**src/hw/rrtx_pkg.sv**
```systemverilog
`default_nettype none
// shared constants for the ranging response encoder on the controller side
package rrtx_pkg;

  // encoding type codes
  localparam logic [7:0] T_PWR_ADJ     = 8'h02;
  localparam logic [7:0] T_EQ_ADJ      = 8'h04;
  localparam logic [7:0] T_EQ_SET      = 8'h09;
  localparam logic [7:0] T_MAX_CODES   = 8'h0A;
  localparam logic [7:0] T_HEADROOM    = 8'h0B;
  localparam logic [7:0] T_US_ADJ      = 8'h0C;
  localparam logic [7:0] T_DRW_EDGE    = 8'h0E;
  localparam logic [7:0] T_OFDMA_ADJ   = 8'h0F;
  localparam logic [7:0] T_OFDMA_SET   = 8'h10;
  localparam logic [7:0] T_CMD_PWR     = 8'h11;
  localparam logic [7:0] T_LAST_DEF    = 8'h11;

  // length layout figures
  localparam logic [15:0] LEN1_MAX     = 16'h00FF;
  localparam logic [15:0] CP_BASE_LEN  = 16'h0005;
  localparam logic [15:0] CP_PER_CH    = 16'h0003;
  localparam logic [15:0] OF_HDR_LEN   = 16'h0003;
  localparam logic [15:0] OF_COEF_LEN  = 16'h0004;

  // reset values
  localparam logic [7:0]  TX_DATA_RST  = 8'h00;
  localparam logic [15:0] REM_RST      = 16'h0000;

  // why an item was refused
  typedef enum logic [2:0] {
    REF_NONE,
    REF_EXCL,
    REF_CONTEXT,
    REF_LENGTH,
    REF_RESERVED
  } rrtx_refuse_e;

  // sequencer states
  typedef enum logic [2:0] {
    S_IDLE,
    S_ITEM,
    S_TYPE,
    S_LENH,
    S_LENL,
    S_VALUE,
    S_DROP
  } rrtx_state_e;

endpackage
`default_nettype wire

```
**src/hw/rrtx_policy.sv**
```systemverilog
`timescale 1ns/10ps
`default_nettype none
// decides whether one encoding may go into the response being built
module rrtx_policy (
  // message context
  input  wire logic                  rsp_v5,
  input  wire logic                  req_v5,
  input  wire logic                  binit_v5,
  input  wire logic                  ch_ofdma,
  input  wire logic                  scdma_en,
  input  wire logic                  regmp_sent,
  input  wire logic                  cm_gen1,
  // what the message already holds
  input  wire logic                  seen_eq_adj,
  input  wire logic                  seen_eq_set,
  input  wire logic                  seen_of_adj,
  input  wire logic                  seen_of_set,
  // candidate item
  input  wire logic [7:0]            item_type,
  input  wire logic [15:0]           item_len,
  input  wire logic                  pwr_ofs,
  // verdict
  output logic                       allow,
  output rrtx_pkg::rrtx_refuse_e     code
);

  logic [15:0] cp_rest;
  logic [15:0] of_rest;

  // remainders after the fixed part of the value
  assign cp_rest = item_len - rrtx_pkg::CP_BASE_LEN;
  assign of_rest = item_len - rrtx_pkg::OF_HDR_LEN;

  // checks ordered so the most specific reason is reported
  always_comb begin
    code = rrtx_pkg::REF_NONE;
    if (item_type > rrtx_pkg::T_LAST_DEF) begin
      code = rrtx_pkg::REF_RESERVED;
    end else if (item_type == rrtx_pkg::T_OFDMA_ADJ || item_type == rrtx_pkg::T_OFDMA_SET) begin
      if (item_len < rrtx_pkg::OF_HDR_LEN || (of_rest % rrtx_pkg::OF_COEF_LEN) != 16'h0000) begin
        code = rrtx_pkg::REF_LENGTH;
      end else if (!ch_ofdma) begin
        code = rrtx_pkg::REF_CONTEXT;
      // adjust and set never mixed, repeats of one kind pass
      end else if ((item_type == rrtx_pkg::T_OFDMA_ADJ && seen_of_set)
                   || (item_type == rrtx_pkg::T_OFDMA_SET && seen_of_adj)) begin
        code = rrtx_pkg::REF_EXCL;
      end
    end else if (item_len > rrtx_pkg::LEN1_MAX) begin
      code = rrtx_pkg::REF_LENGTH;
    end else begin
      unique case (item_type)
        // no power adjust for v5 requesters
        rrtx_pkg::T_PWR_ADJ:
          if (req_v5 || binit_v5) begin
            code = rrtx_pkg::REF_CONTEXT;
          end
        rrtx_pkg::T_EQ_ADJ:
          if (seen_eq_set) begin
            code = rrtx_pkg::REF_EXCL;
          end
        rrtx_pkg::T_EQ_SET:
          if (seen_eq_adj) begin
            code = rrtx_pkg::REF_EXCL;
          end else if (cm_gen1) begin
            code = rrtx_pkg::REF_CONTEXT;
          end
        rrtx_pkg::T_MAX_CODES, rrtx_pkg::T_HEADROOM:
          if (!scdma_en) begin
            code = rrtx_pkg::REF_CONTEXT;
          end
        rrtx_pkg::T_US_ADJ:
          if (pwr_ofs && regmp_sent && req_v5) begin
            code = rrtx_pkg::REF_CONTEXT;
          end
        rrtx_pkg::T_DRW_EDGE:
          if (!regmp_sent || req_v5) begin
            code = rrtx_pkg::REF_CONTEXT;
          end
        rrtx_pkg::T_CMD_PWR:
          if (item_len < rrtx_pkg::CP_BASE_LEN || (cp_rest % rrtx_pkg::CP_PER_CH) != 16'h0000) begin
            code = rrtx_pkg::REF_LENGTH;
          end else if (!rsp_v5) begin
            code = rrtx_pkg::REF_CONTEXT;
          end
        default: code = rrtx_pkg::REF_NONE;
      endcase
    end
  end

  assign allow = (code == rrtx_pkg::REF_NONE);

endmodule
`default_nettype wire

```
**src/hw/rrtx_top.sv**
```systemverilog
// Contract
// - v5 replies to v5 or bonded requests use commanded power.
// - no power level adjust for v5 or bonded v5 requesters.
// - power level adjust allowed for v5 ofdma initial requesters; the code refuses type 2 for every v5 or bonded v5 requester.
// - never equalizer adjust (4) and set (9) in one response.
// - no equalizer set (9) to first generation modems.
// - omit types 10 and 11 while s-cdma is disabled.
// - no power offset for v5 requesters after multipart registration response.
// - omit type 14 before registration response and for v5 requesters.
// - one instance per subcarrier range, several allowed per message; the code passes repeats of 15 or 16 without comparing ranges.
// - never types 15 and 16 together in one response.
// - no types 15 or 16 for tdma or s-cdma channels.
`timescale 1ns/10ps
`default_nettype none
module rrtx_top (
  // clock and reset
  input  wire logic                  REF_CLK,
  input  wire logic                  RST,
  // message open, context held by caller for the handshake cycle
  input  wire logic                  MSG_VALID,
  output logic                       MSG_READY,
  input  wire logic                  MSG_RSP_V5,
  input  wire logic                  MSG_REQ_V5,
  input  wire logic                  MSG_REQ_BINIT_V5,
  input  wire logic                  MSG_CH_OFDMA,
  input  wire logic                  MSG_SCDMA_EN,
  input  wire logic                  MSG_REGMP_SENT,
  input  wire logic                  MSG_CM_GEN1,
  // item request, or end of message
  input  wire logic                  ITEM_VALID,
  output logic                       ITEM_READY,
  input  wire logic                  ITEM_END,
  input  wire logic [7:0]            ITEM_TYPE,
  input  wire logic [15:0]           ITEM_LEN,
  input  wire logic                  ITEM_PWR_OFS,
  // value bytes of the current item
  input  wire logic                  VAL_VALID,
  output logic                       VAL_READY,
  input  wire logic [7:0]            VAL_DATA,
  // encoded byte stream toward the modem
  output logic                       TX_VALID,
  input  wire logic                  TX_READY,
  output logic [7:0]                 TX_DATA,
  output logic                       TX_FIRST,
  // status
  output logic                       ITEM_ACCEPT,
  output logic                       ITEM_REFUSE,
  output rrtx_pkg::rrtx_refuse_e     REFUSE_CODE,
  output logic                       MSG_DONE,
  output logic                       MSG_ERR
);

  rrtx_pkg::rrtx_state_e  state;
  rrtx_pkg::rrtx_state_e  next_state;
  rrtx_pkg::rrtx_refuse_e pol_code;
  logic        rsp_v5, req_v5, binit_v5, ch_ofdma, scdma_en, regmp_sent, cm_gen1;
  logic        seen_eq_adj, seen_eq_set, seen_of_adj, seen_of_set, seen_cp;
  logic [7:0]  cur_type;
  logic [15:0] cur_len;
  logic [15:0] rem;
  logic        first_pend;
  logic        pol_allow;
  logic        slot_free;
  logic        msg_take;
  logic        item_take;
  logic        val_take;
  logic        need_cp;

  // two byte length only for the ofdma equalizer types
  function automatic logic long_len(input logic [7:0] t);
    long_len = (t == rrtx_pkg::T_OFDMA_ADJ) || (t == rrtx_pkg::T_OFDMA_SET);
  endfunction

  // handshakes
  assign slot_free  = !TX_VALID || TX_READY;
  assign MSG_READY  = (state == rrtx_pkg::S_IDLE);
  assign ITEM_READY = (state == rrtx_pkg::S_ITEM);
  assign VAL_READY  = (state == rrtx_pkg::S_DROP) || (state == rrtx_pkg::S_VALUE && slot_free);
  assign msg_take   = MSG_VALID && MSG_READY;
  assign item_take  = ITEM_VALID && ITEM_READY;
  assign val_take   = VAL_VALID && VAL_READY;
  // commanded power owed to v5 requesters
  assign need_cp    = rsp_v5 && (req_v5 || binit_v5);

  rrtx_policy u_policy (
    .rsp_v5      (rsp_v5),
    .req_v5      (req_v5),
    .binit_v5    (binit_v5),
    .ch_ofdma    (ch_ofdma),
    .scdma_en    (scdma_en),
    .regmp_sent  (regmp_sent),
    .cm_gen1     (cm_gen1),
    .seen_eq_adj (seen_eq_adj),
    .seen_eq_set (seen_eq_set),
    .seen_of_adj (seen_of_adj),
    .seen_of_set (seen_of_set),
    .item_type   (ITEM_TYPE),
    .item_len    (ITEM_LEN),
    .pwr_ofs     (ITEM_PWR_OFS),
    .allow       (pol_allow),
    .code        (pol_code)
  );

  // sequencer: header bytes, then value bytes or a silent drain
  always_comb begin
    next_state = state;
    unique case (state)
      rrtx_pkg::S_IDLE:
        if (msg_take) begin
          next_state = rrtx_pkg::S_ITEM;
        end
      rrtx_pkg::S_ITEM:
        if (item_take) begin
          if (ITEM_END) begin
            next_state = rrtx_pkg::S_IDLE;
          end else if (pol_allow) begin
            next_state = rrtx_pkg::S_TYPE;
          end else if (ITEM_LEN != rrtx_pkg::REM_RST) begin
            next_state = rrtx_pkg::S_DROP;
          end
        end
      // long length adds a high byte
      rrtx_pkg::S_TYPE:
        if (slot_free) begin
          next_state = long_len(cur_type) ? rrtx_pkg::S_LENH : rrtx_pkg::S_LENL;
        end
      rrtx_pkg::S_LENH:
        if (slot_free) begin
          next_state = rrtx_pkg::S_LENL;
        end
      rrtx_pkg::S_LENL:
        if (slot_free) begin
          next_state = (cur_len == rrtx_pkg::REM_RST) ? rrtx_pkg::S_ITEM : rrtx_pkg::S_VALUE;
        end
      rrtx_pkg::S_VALUE, rrtx_pkg::S_DROP:
        if (val_take && rem == 16'h0001) begin
          next_state = rrtx_pkg::S_ITEM;
        end
      default: next_state = rrtx_pkg::S_IDLE;
    endcase
  end

  always_ff @(posedge REF_CLK or posedge RST) begin
    if (RST) begin
      state <= rrtx_pkg::S_IDLE;
    end else begin
      state <= next_state;
    end
  end

  // context latched once per message, stays fixed until the end
  always_ff @(posedge REF_CLK or posedge RST) begin
    if (RST) begin
      rsp_v5     <= 1'b0;
      req_v5     <= 1'b0;
      binit_v5   <= 1'b0;
      ch_ofdma   <= 1'b0;
      scdma_en   <= 1'b0;
      regmp_sent <= 1'b0;
      cm_gen1    <= 1'b0;
    end else if (msg_take) begin
      rsp_v5     <= MSG_RSP_V5;
      req_v5     <= MSG_REQ_V5;
      binit_v5   <= MSG_REQ_BINIT_V5;
      ch_ofdma   <= MSG_CH_OFDMA;
      scdma_en   <= MSG_SCDMA_EN;
      regmp_sent <= MSG_REGMP_SENT;
      cm_gen1    <= MSG_CM_GEN1;
    end
  end

  // flags record kinds, so repeats of one kind stay legal
  always_ff @(posedge REF_CLK or posedge RST) begin
    if (RST) begin
      seen_eq_adj <= 1'b0;
      seen_eq_set <= 1'b0;
      seen_of_adj <= 1'b0;
      seen_of_set <= 1'b0;
      seen_cp     <= 1'b0;
    end else if (msg_take) begin
      seen_eq_adj <= 1'b0;
      seen_eq_set <= 1'b0;
      seen_of_adj <= 1'b0;
      seen_of_set <= 1'b0;
      seen_cp     <= 1'b0;
    end else if (item_take && !ITEM_END && pol_allow) begin
      seen_eq_adj <= seen_eq_adj || (ITEM_TYPE == rrtx_pkg::T_EQ_ADJ);
      seen_eq_set <= seen_eq_set || (ITEM_TYPE == rrtx_pkg::T_EQ_SET);
      seen_of_adj <= seen_of_adj || (ITEM_TYPE == rrtx_pkg::T_OFDMA_ADJ);
      seen_of_set <= seen_of_set || (ITEM_TYPE == rrtx_pkg::T_OFDMA_SET);
      seen_cp     <= seen_cp || (ITEM_TYPE == rrtx_pkg::T_CMD_PWR);
    end
  end

  // current item header and byte countdown
  always_ff @(posedge REF_CLK or posedge RST) begin
    if (RST) begin
      cur_type <= 8'h00;
      cur_len  <= rrtx_pkg::REM_RST;
      rem      <= rrtx_pkg::REM_RST;
    end else if (item_take && !ITEM_END) begin
      cur_type <= ITEM_TYPE;
      cur_len  <= ITEM_LEN;
      rem      <= ITEM_LEN;
    end else if (val_take) begin
      rem      <= rem - 16'h0001;
    end
  end

  // output byte register; a stalled modem side holds the type, length and value stages, while a drop still drains
  always_ff @(posedge REF_CLK or posedge RST) begin
    if (RST) begin
      TX_VALID   <= 1'b0;
      TX_DATA    <= rrtx_pkg::TX_DATA_RST;
      TX_FIRST   <= 1'b0;
      first_pend <= 1'b0;
    end else begin
      if (msg_take) begin
        first_pend <= 1'b1;
      end
      if (slot_free) begin
        TX_VALID <= 1'b0;
        TX_FIRST <= 1'b0;
        unique case (state)
          rrtx_pkg::S_TYPE: begin
            TX_VALID   <= 1'b1;
            TX_DATA    <= cur_type;
            TX_FIRST   <= first_pend;
            first_pend <= 1'b0;
          end
          rrtx_pkg::S_LENH: begin
            TX_VALID <= 1'b1;
            TX_DATA  <= cur_len[15:8];
          end
          rrtx_pkg::S_LENL: begin
            TX_VALID <= 1'b1;
            TX_DATA  <= cur_len[7:0];
          end
          rrtx_pkg::S_VALUE:
            if (VAL_VALID) begin
              TX_VALID <= 1'b1;
              TX_DATA  <= VAL_DATA;
            end
          default: TX_VALID <= 1'b0;
        endcase
      end
    end
  end

  // status pulses; the refuse code holds until the next item, the error level until the next message opens
  always_ff @(posedge REF_CLK or posedge RST) begin
    if (RST) begin
      ITEM_ACCEPT <= 1'b0;
      ITEM_REFUSE <= 1'b0;
      REFUSE_CODE <= rrtx_pkg::REF_NONE;
      MSG_DONE    <= 1'b0;
      MSG_ERR     <= 1'b0;
    end else begin
      ITEM_ACCEPT <= item_take && !ITEM_END && pol_allow;
      ITEM_REFUSE <= item_take && !ITEM_END && !pol_allow;
      MSG_DONE    <= item_take && ITEM_END;
      if (item_take && !ITEM_END) begin
        REFUSE_CODE <= pol_code;
      end
      if (msg_take) begin
        MSG_ERR <= 1'b0;
      // missing commanded power reported at close
      end else if (item_take && ITEM_END) begin
        MSG_ERR <= need_cp && !seen_cp;
      end
    end
  end
endmodule
`default_nettype wire

```
**config.mk**
```make
export PLATFORM = sky130hd
export DESIGN_NAME = rrtx_top
export DESIGN_NICKNAME = d
export VERILOG_FILES = /design/src/hw/rrtx_pkg.sv /design/src/hw/rrtx_policy.sv /design/src/hw/rrtx_top.sv
export SDC_FILE = /design/constraint.sdc
export NUM_CORES = 1
export LEC_CHECK = 0
export BUFFER_PORTS_ARGS = -buffer_cell sky130_fd_sc_hd__buf_2
export CAP_MARGIN = 20
export CORE_ASPECT_RATIO = 0.8
export CORE_MARGIN = 2
export CORE_UTILIZATION = 50
export CTS_CLUSTER_DIAMETER = 100
export DETAILED_ROUTE_END_ITERATION = 7
export HOLD_SLACK_MARGIN = 0.02
export PLACE_DENSITY_LB_ADDON = 0.05
export SYNTH_ARGS = -nofsm -noshare
export SYNTH_HDL_FRONTEND = slang
export SYNTH_SLANG_ARGS = --single-unit
```
**constraint.sdc**
```tcl
create_clock -name REF_CLK -period 4.1 [get_ports REF_CLK]
set_clock_uncertainty 0.15 [all_clocks]
set_input_delay 0.82 -clock REF_CLK [delete_from_list [all_inputs] [get_ports REF_CLK]]
set_output_delay 0.82 -clock REF_CLK [all_outputs]
set_load 0.01 [all_outputs]
```
* Yosys cells after proc, flatten, opt, wreduce, memory -nomap -nowiden
Cells that the tools add are included.
** Storage, ports and cells
- Register bits after elaboration :: 73
- Bits of input ports :: 47
- Output and inout port bits :: 20
- Word-level logic and storage cells :: 159
** Cells by class
- $add $sub $neg :: 3
- Divide/modulo/power cells :: 1
- Magnitude comparators :: 4
- Equality and inequality tests :: 27
- Muxes and demuxes :: 50
- Reduce and logical (&&, ||, !) cells :: 49
** Operator list (number)
- 8-bit by 4-bit equality test with 1-bit output (second input constant) :: 7
- 3-bit two-way mux :: 18
- 16-bit nonzero test :: 3
- 16-bit two-way mux :: 2
- 8-bit one-hot mux with 4 select lines :: 1
- 8-bit by 5-bit equality test with 1-bit output (second input constant) :: 3
- 3-bit one-hot mux with 7 select lines :: 1
- 1-bit two-way mux :: 19
- 3-bit one-hot mux with 6 select lines :: 1
- 16-bit by 1-bit equality test with 1-bit output (second input constant) :: 1
- 16-bit by 8-bit > comparator with 1-bit output (second input constant) :: 1
- 16-bit zero test :: 1
- 16-bit by 2-bit less-than comparator with 1-bit output (second input constant) :: 1
- 16-bit by 3-bit less-than comparator with 1-bit output (second input constant) :: 1
- 16-bit by 2-bit modulo with 16-bit output (second input constant) :: 1
- 16-bit by 1-bit subtractor with 16-bit output (second input constant) :: 1
- 16-bit by 3-bit subtractor with 16-bit output (second input constant) :: 1
- 1-bit logical AND :: 15
- 1-bit logical OR :: 14
- 2-bit two-way mux :: 6
- 2-bit inequality test (second input constant) :: 5
- 3-bit equality test (second input constant) :: 3
- 8-bit by 2-bit equality test with 1-bit output (second input constant) :: 1
- 8-bit by 3-bit equality test with 1-bit output (second input constant) :: 1
- 16 further kinds :: 26

* Longest topological paths before layout
- Depth after elaboration :: 14
- Depth in mapped cells :: 29
- Depth with buffers taken out :: 24

* Hierarchy
From an unflattened synthesis, not the netlist that was laid out.
** Unflattened totals
- Cells, all modules :: 708
- Area, all modules :: 5754.3 µm²
** By module, submodules not included
- rrtx_top :: instances 1, cells an instance 384, area an instance 3664.8 µm², sequential area each 1826.8 µm²
- rrtx_policy :: instances 1, cells an instance 324, area an instance 2089.5 µm², sequential area each 0.0 µm²

* Worst setup path before layout
Ideal clock, no wire load.
- Path type :: input to register
- From :: input port ITEM_LEN[0]
- To :: register state[2]
- Setup time :: 126 ps
- Data arrival time :: 6498 ps
- Data required time :: 3824 ps
- Slack :: -2674 ps
- Cell stages on the path :: 27
- Path buffers :: 4
- Cell sequence :: clkbuf_1 inv_1 ha_1 nor2b_1 o41ai_2 and2_1 buf_2 a41oi_1 a21oi_1 o41a_1 buf_4 nor2_1 nor4_1 a311o_1 o41a_1 o2111a_1 a41oi_1 ha_1 clkbuf_1 o31ai_1 nand2_1 ha_1 or2_2 mux2i_1 a31oi_2 or2_1 a221o_1
** Between the ends
- Longest elaborated chain between the ends :: 14
- Elaborated cells on any way between the ends :: 24
- Those cells by class :: add/sub: 2; div: 1; order compare: 3; eq/ne: 1; mux: 10; reduce/logical: 7
** Ends and longest elaborated chain
- from (decl) :: line rrtx_top.sv:34 : input wire logic [15:0] ITEM_LEN,
- 16-bit by 3-bit subtractor with 16-bit output :: line rrtx_policy.sv:31 : assign cp_rest = item_len - rrtx_pkg::CP_BASE_LEN;
- 16-bit by 2-bit modulo with 16-bit output :: line rrtx_policy.sv:81 : if (item_len < rrtx_pkg::CP_BASE_LEN || (cp_rest % rrtx_pkg::CP_PER_CH) != 16'h0000) begin
- 16-bit nonzero test :: line rrtx_policy.sv:81
- 1-bit logical OR :: line rrtx_policy.sv:81
- 3-bit two-way mux :: line rrtx_policy.sv:81
- 3-bit one-hot mux with 7 select lines :: line rrtx_policy.sv:52 : unique case (item_type)
- 3-bit two-way mux :: line rrtx_policy.sv:49 : end else if (item_len > rrtx_pkg::LEN1_MAX) begin
- 3-bit two-way mux :: line rrtx_policy.sv:39 : end else if (item_type == rrtx_pkg::T_OFDMA_ADJ || item_type == rrtx_pkg::T_OFDMA_SET) begin
- 3-bit two-way mux :: line rrtx_policy.sv:37 : if (item_type > rrtx_pkg::T_LAST_DEF) begin
- 3-bit zero test :: line rrtx_policy.sv:91 : assign allow = (code == rrtx_pkg::REF_NONE);
- 3-bit two-way mux :: line rrtx_top.sv:116 : end else if (pol_allow) begin
- 3-bit two-way mux :: line rrtx_top.sv:114 : if (ITEM_END) begin
- 3-bit two-way mux :: line rrtx_top.sv:113 : if (item_take) begin
- 3-bit one-hot mux with 6 select lines :: line rrtx_top.sv:107 : unique case (state)
- to (signal assigned) :: line rrtx_top.sv:145 : state <= rrtx_pkg::S_IDLE;
- to (signal assigned) :: line rrtx_top.sv:147 : state <= next_state;
- to (decl) :: line rrtx_top.sv:53 : rrtx_pkg::rrtx_state_e state;
Several ways; a longest one is shown, not always the timed one. The select of a mux whose other input is x is not followed.
A chain may end at the register's enable or synchronous reset.

* Worst setup path after layout
- From :: input port ITEM_LEN[7]
- To :: register state[2]
Same word-level chain as after synthesis.

==> flow_metrics.py <==
metrics = {
    "clocking": {
        "clock_path_buffers": 2,
        "cts_max_level": 3,
        "cts_tree": "done",
        "root_buffer": "clkbuf_16",
        "path_clk_slew_ns": 0.06,
        "cts_hold_buffers": 0,
        "clock_latency_ns": 0.34,
        "cts.sinks": 73,
        "cts_buffers": 9,
    },
    "layout": {
        "final_common_cell": "buf_4",
        "postLayoutCoreUtil": 0.738,
        "layout.cell_area.non_filler_sq_um": 8100,
        "layout.nets": 953,
        "area_delta_synth_final_pct": 42.2,
        "n_antenna_cell": 0,
        "mostFrequentLayoutCells": "149 x buf_4, 123 x nand2_1, 73 x dfrtp_1",
        "drive_gt1_frac": 0.386,
    },
    "run": {
        "drv_cap": 0,
    },
    "logic_synthesis": {
        "ys.flop_type": "dfrtp_1",
        "yosysSeqAreaShare": 0.321,
        "synth_cell_type_count": 84,
        "netlist_area_sq_um": 5700,
        "async_flop_share": 1.00,
        "ys_warn_count": 0,
        "synth.avg_cell_area_sq_um": 8.19,
        "syn_inst": 696,
        "synth_edf_count": 0,
        "syn-num-nets": 752,
        "ys_ff_latch": 73,
    },
    "global_routing": {
        "grt_max_degree": 48,
        "grt_pass1_wl_microns": 30200,
        "grt_pass1_vias": 6129,
        "antenna_found_initial": 0,
        "grt_overflow": 0,
        "track_usage": 0.312,
    },
    "setup_path": {
        "worstSetupPathType": "primary input to flop",
        "ff2ff_path_depth": 11,
        "cp_common_cell": "buf_4",
        "cpMaxStageDelayCell": "or4_4",
        "crit_path_end_kind": "flop",
        "crit_fanout": 4,
        "crit_path_max_incr_delay_ns": 0.56,
        "start_kind": "primary input",
        "required_ns": 4.17,
        "arrival_ns": 6.41,
    },
    "drt": {
        "route.detailed.drc": 0,
        "routed_wl_microns": 19100,
        "dr.pass1.iters": 5,
        "ant_nets": 0,
        "wl_per_cell_microns": 18.2,
        "viasPerCell": 6.10,
        "num_vias": 6379,
        "drtIter0Drc": 623,
    },
    "die": {
        "die_y_microns": 99.5,
        "dieArea_sq_um": 12300,
        "num_io_pins": 67,
        "core.rowCount": 34,
        "start_util": 0.519,
        "core-area_sq_um": 11000,
        "die_w_microns": 123,
    },
    "pwr": {
        "pwr_density_cell_nw_per_um2": 490,
        "peakVddDrop_mv": 0.456,
        "leakage_uw": 0.00362,
    },
    "sta": {
        "fin_crit_sh": 1.55,
        "hold_viol": 0,
        "rsz0062_at_grt": "yes",
        "fmax_mhz": 158,
        "max_slew_margin": 0.434,
        "drv_slew": 0,
        "worst_slew_pin_slew_ns": 0.849,
        "period_minus_slack_ns": 6.34,
        "setup_slack_ns": -2.24,
        "fin_setup_tns_ns": -23.29,
        "setup_violations": 11,
    },
    "min_path": {
        "holdCritPathClass": "flop to flop",
        "hold_depth": 2,
    },
    "run_status": {
        "outcome": "complete, but fails checks",
        "violations": "setup timing",
    },
    "place": {
        "place.detailed.hpwl_microns": 13800,
        "pre_cts_ws_ns": -2.69,
        "port_buffers": 66,
        "gp_congestion": 0.927,
        "placed_cell_area_sq_um": 7240,
    },
}
power by group:
part / leakage, uW / switching [uW] / total, uW / internal [uW]
clock: 0.000143 / 315 / 788 / 473
combinational: 0.00255 / 1020 / 1890 / 863
sequential: 0.000921 / 278 / 1300 / 1020
registers in the layout, summed over array words and instances (netlist names), 3 cells and up:
register,count
TX_DATA,8
cur_type,8
REFUSE_CODE,3
rem,16
state,3
cur_len,16
worst max-delay path, delay by kind of cell:
| kind | cells | cell delay [ns] |
|---|---|---|
| AND/OR/NAND/NOR | 10 | 2.39 |
| AO/OA/AOI/OAI | 7 | 1.67 |
| buffers and inverters | 4 | 0.65 |
| multiplexers | 2 | 0.43 |
| adder cells (fa/ha/maj) | 2 | 0.42 |
cells in the mapped netlist (3+ instances only):
cell type | instances | area (sq um)
nand3_1 | 23 | 115
xor2_1 | 8 | 70.1
inv_1 | 20 | 75.1
dfrtp_1 | 73 | 1830
o31ai_1 | 8 | 60.1
buf_2 | 5 | 25.0
o21a_1 | 4 | 30.0
o311ai_0 | 10 | 87.6
ha_1 | 9 | 113
a22o_1 | 5 | 43.8
o41ai_1 | 3 | 26.3
nand4_1 | 13 | 81.3
a31o_2 | 5 | 43.8
and2_1 | 6 | 37.5
a21oi_1 | 25 | 125
a211oi_1 | 7 | 52.6
o221ai_1 | 4 | 35.0
nor4_1 | 15 | 93.8
a31oi_1 | 8 | 50.1
nor2b_1 | 4 | 25.0
nand2b_1 | 9 | 56.3
o2111ai_1 | 5 | 43.8
or2_2 | 7 | 43.8
mux2_2 | 16 | 180
nand2_1 | 126 | 473
nor3_1 | 28 | 140
mux2i_1 | 18 | 180
o211ai_1 | 13 | 97.6
clkbuf_1 | 23 | 86.3
and3_1 | 7 | 43.8
a21o_1 | 4 | 30.0
or3_1 | 6 | 37.5
xnor2_1 | 20 | 175
a311oi_1 | 4 | 35.0
o21ai_1 | 3 | 15.0
o21ai_0 | 34 | 170
nor2_1 | 53 | 199
cell families after synthesis:
| logic type | count (synthesis) | synth area share |
|---|---|---|
| simple gates | 316 | 0.270 |
| compound gates | 179 | 0.234 |
| flops | 73 | 0.321 |
| buf+inv | 53 | 0.0393 |
| mux | 36 | 0.0685 |
| xor+xnor | 30 | 0.0487 |
| fa+ha+maj | 9 | 0.0198 |
path summary, 6_finish.rpt:
check	from	end	slack (ns)
worst max-delay path	ITEM_LEN[7]	state[2]	-2.24
worst min-delay path	TX_FIRST	TX_FIRST	0.34
worst max register to register	rem[7]	state[2]	0.68
worst min register to register	TX_FIRST	TX_FIRST	0.34
max in group asynchronous	RST	cur_len[9]	2.39
min in group asynchronous	RST	req_v5	0.39
cell type report:
class                           instances  area, sq um
Clock buffer                           10          229
Clock inverter                          6         68.8
Fill cell                             847         2870
Inverter                               21         78.8
Multi-Input combinational cell        570         4140
Sequential cell                        73         1830
Tap cell                              144          180
Timing Repair Buffer                  222         1580
metal layers:
| layer | wire (microns) | global-route usage |
|---|---|---|
| met5 | 0 | 0 |
| met3 | 1400 | 0.0768 |
| met1 | 8950 | 0.465 |
| met4 | 306 | 0.0830 |
| met2 | 8390 | 0.452 |
repair_timing:
item / CTS / global route
endpoints found under the setup margin: 11 / 11
setup buffers: 15 / 9
pin swaps: 32 / 33
resized for setup: 43 / 32
metrics by stage:
| step | total power (uW) | cells | hold slack [ns] |
|---|---|---|---|
| detailed placement | 2980 | 1006 | 0.322 |
| floorplan | 2400 | 696 | 0.317 |
| finish | 3970 | 1046 | 0.337 |
| global placement | 2910 | 1006 | 0.310 |
| CTS | 3870 | 1037 | 0.342 |
| global route | 4230 | 1046 | 0.367 |
(Power assumes the default switching activity.)
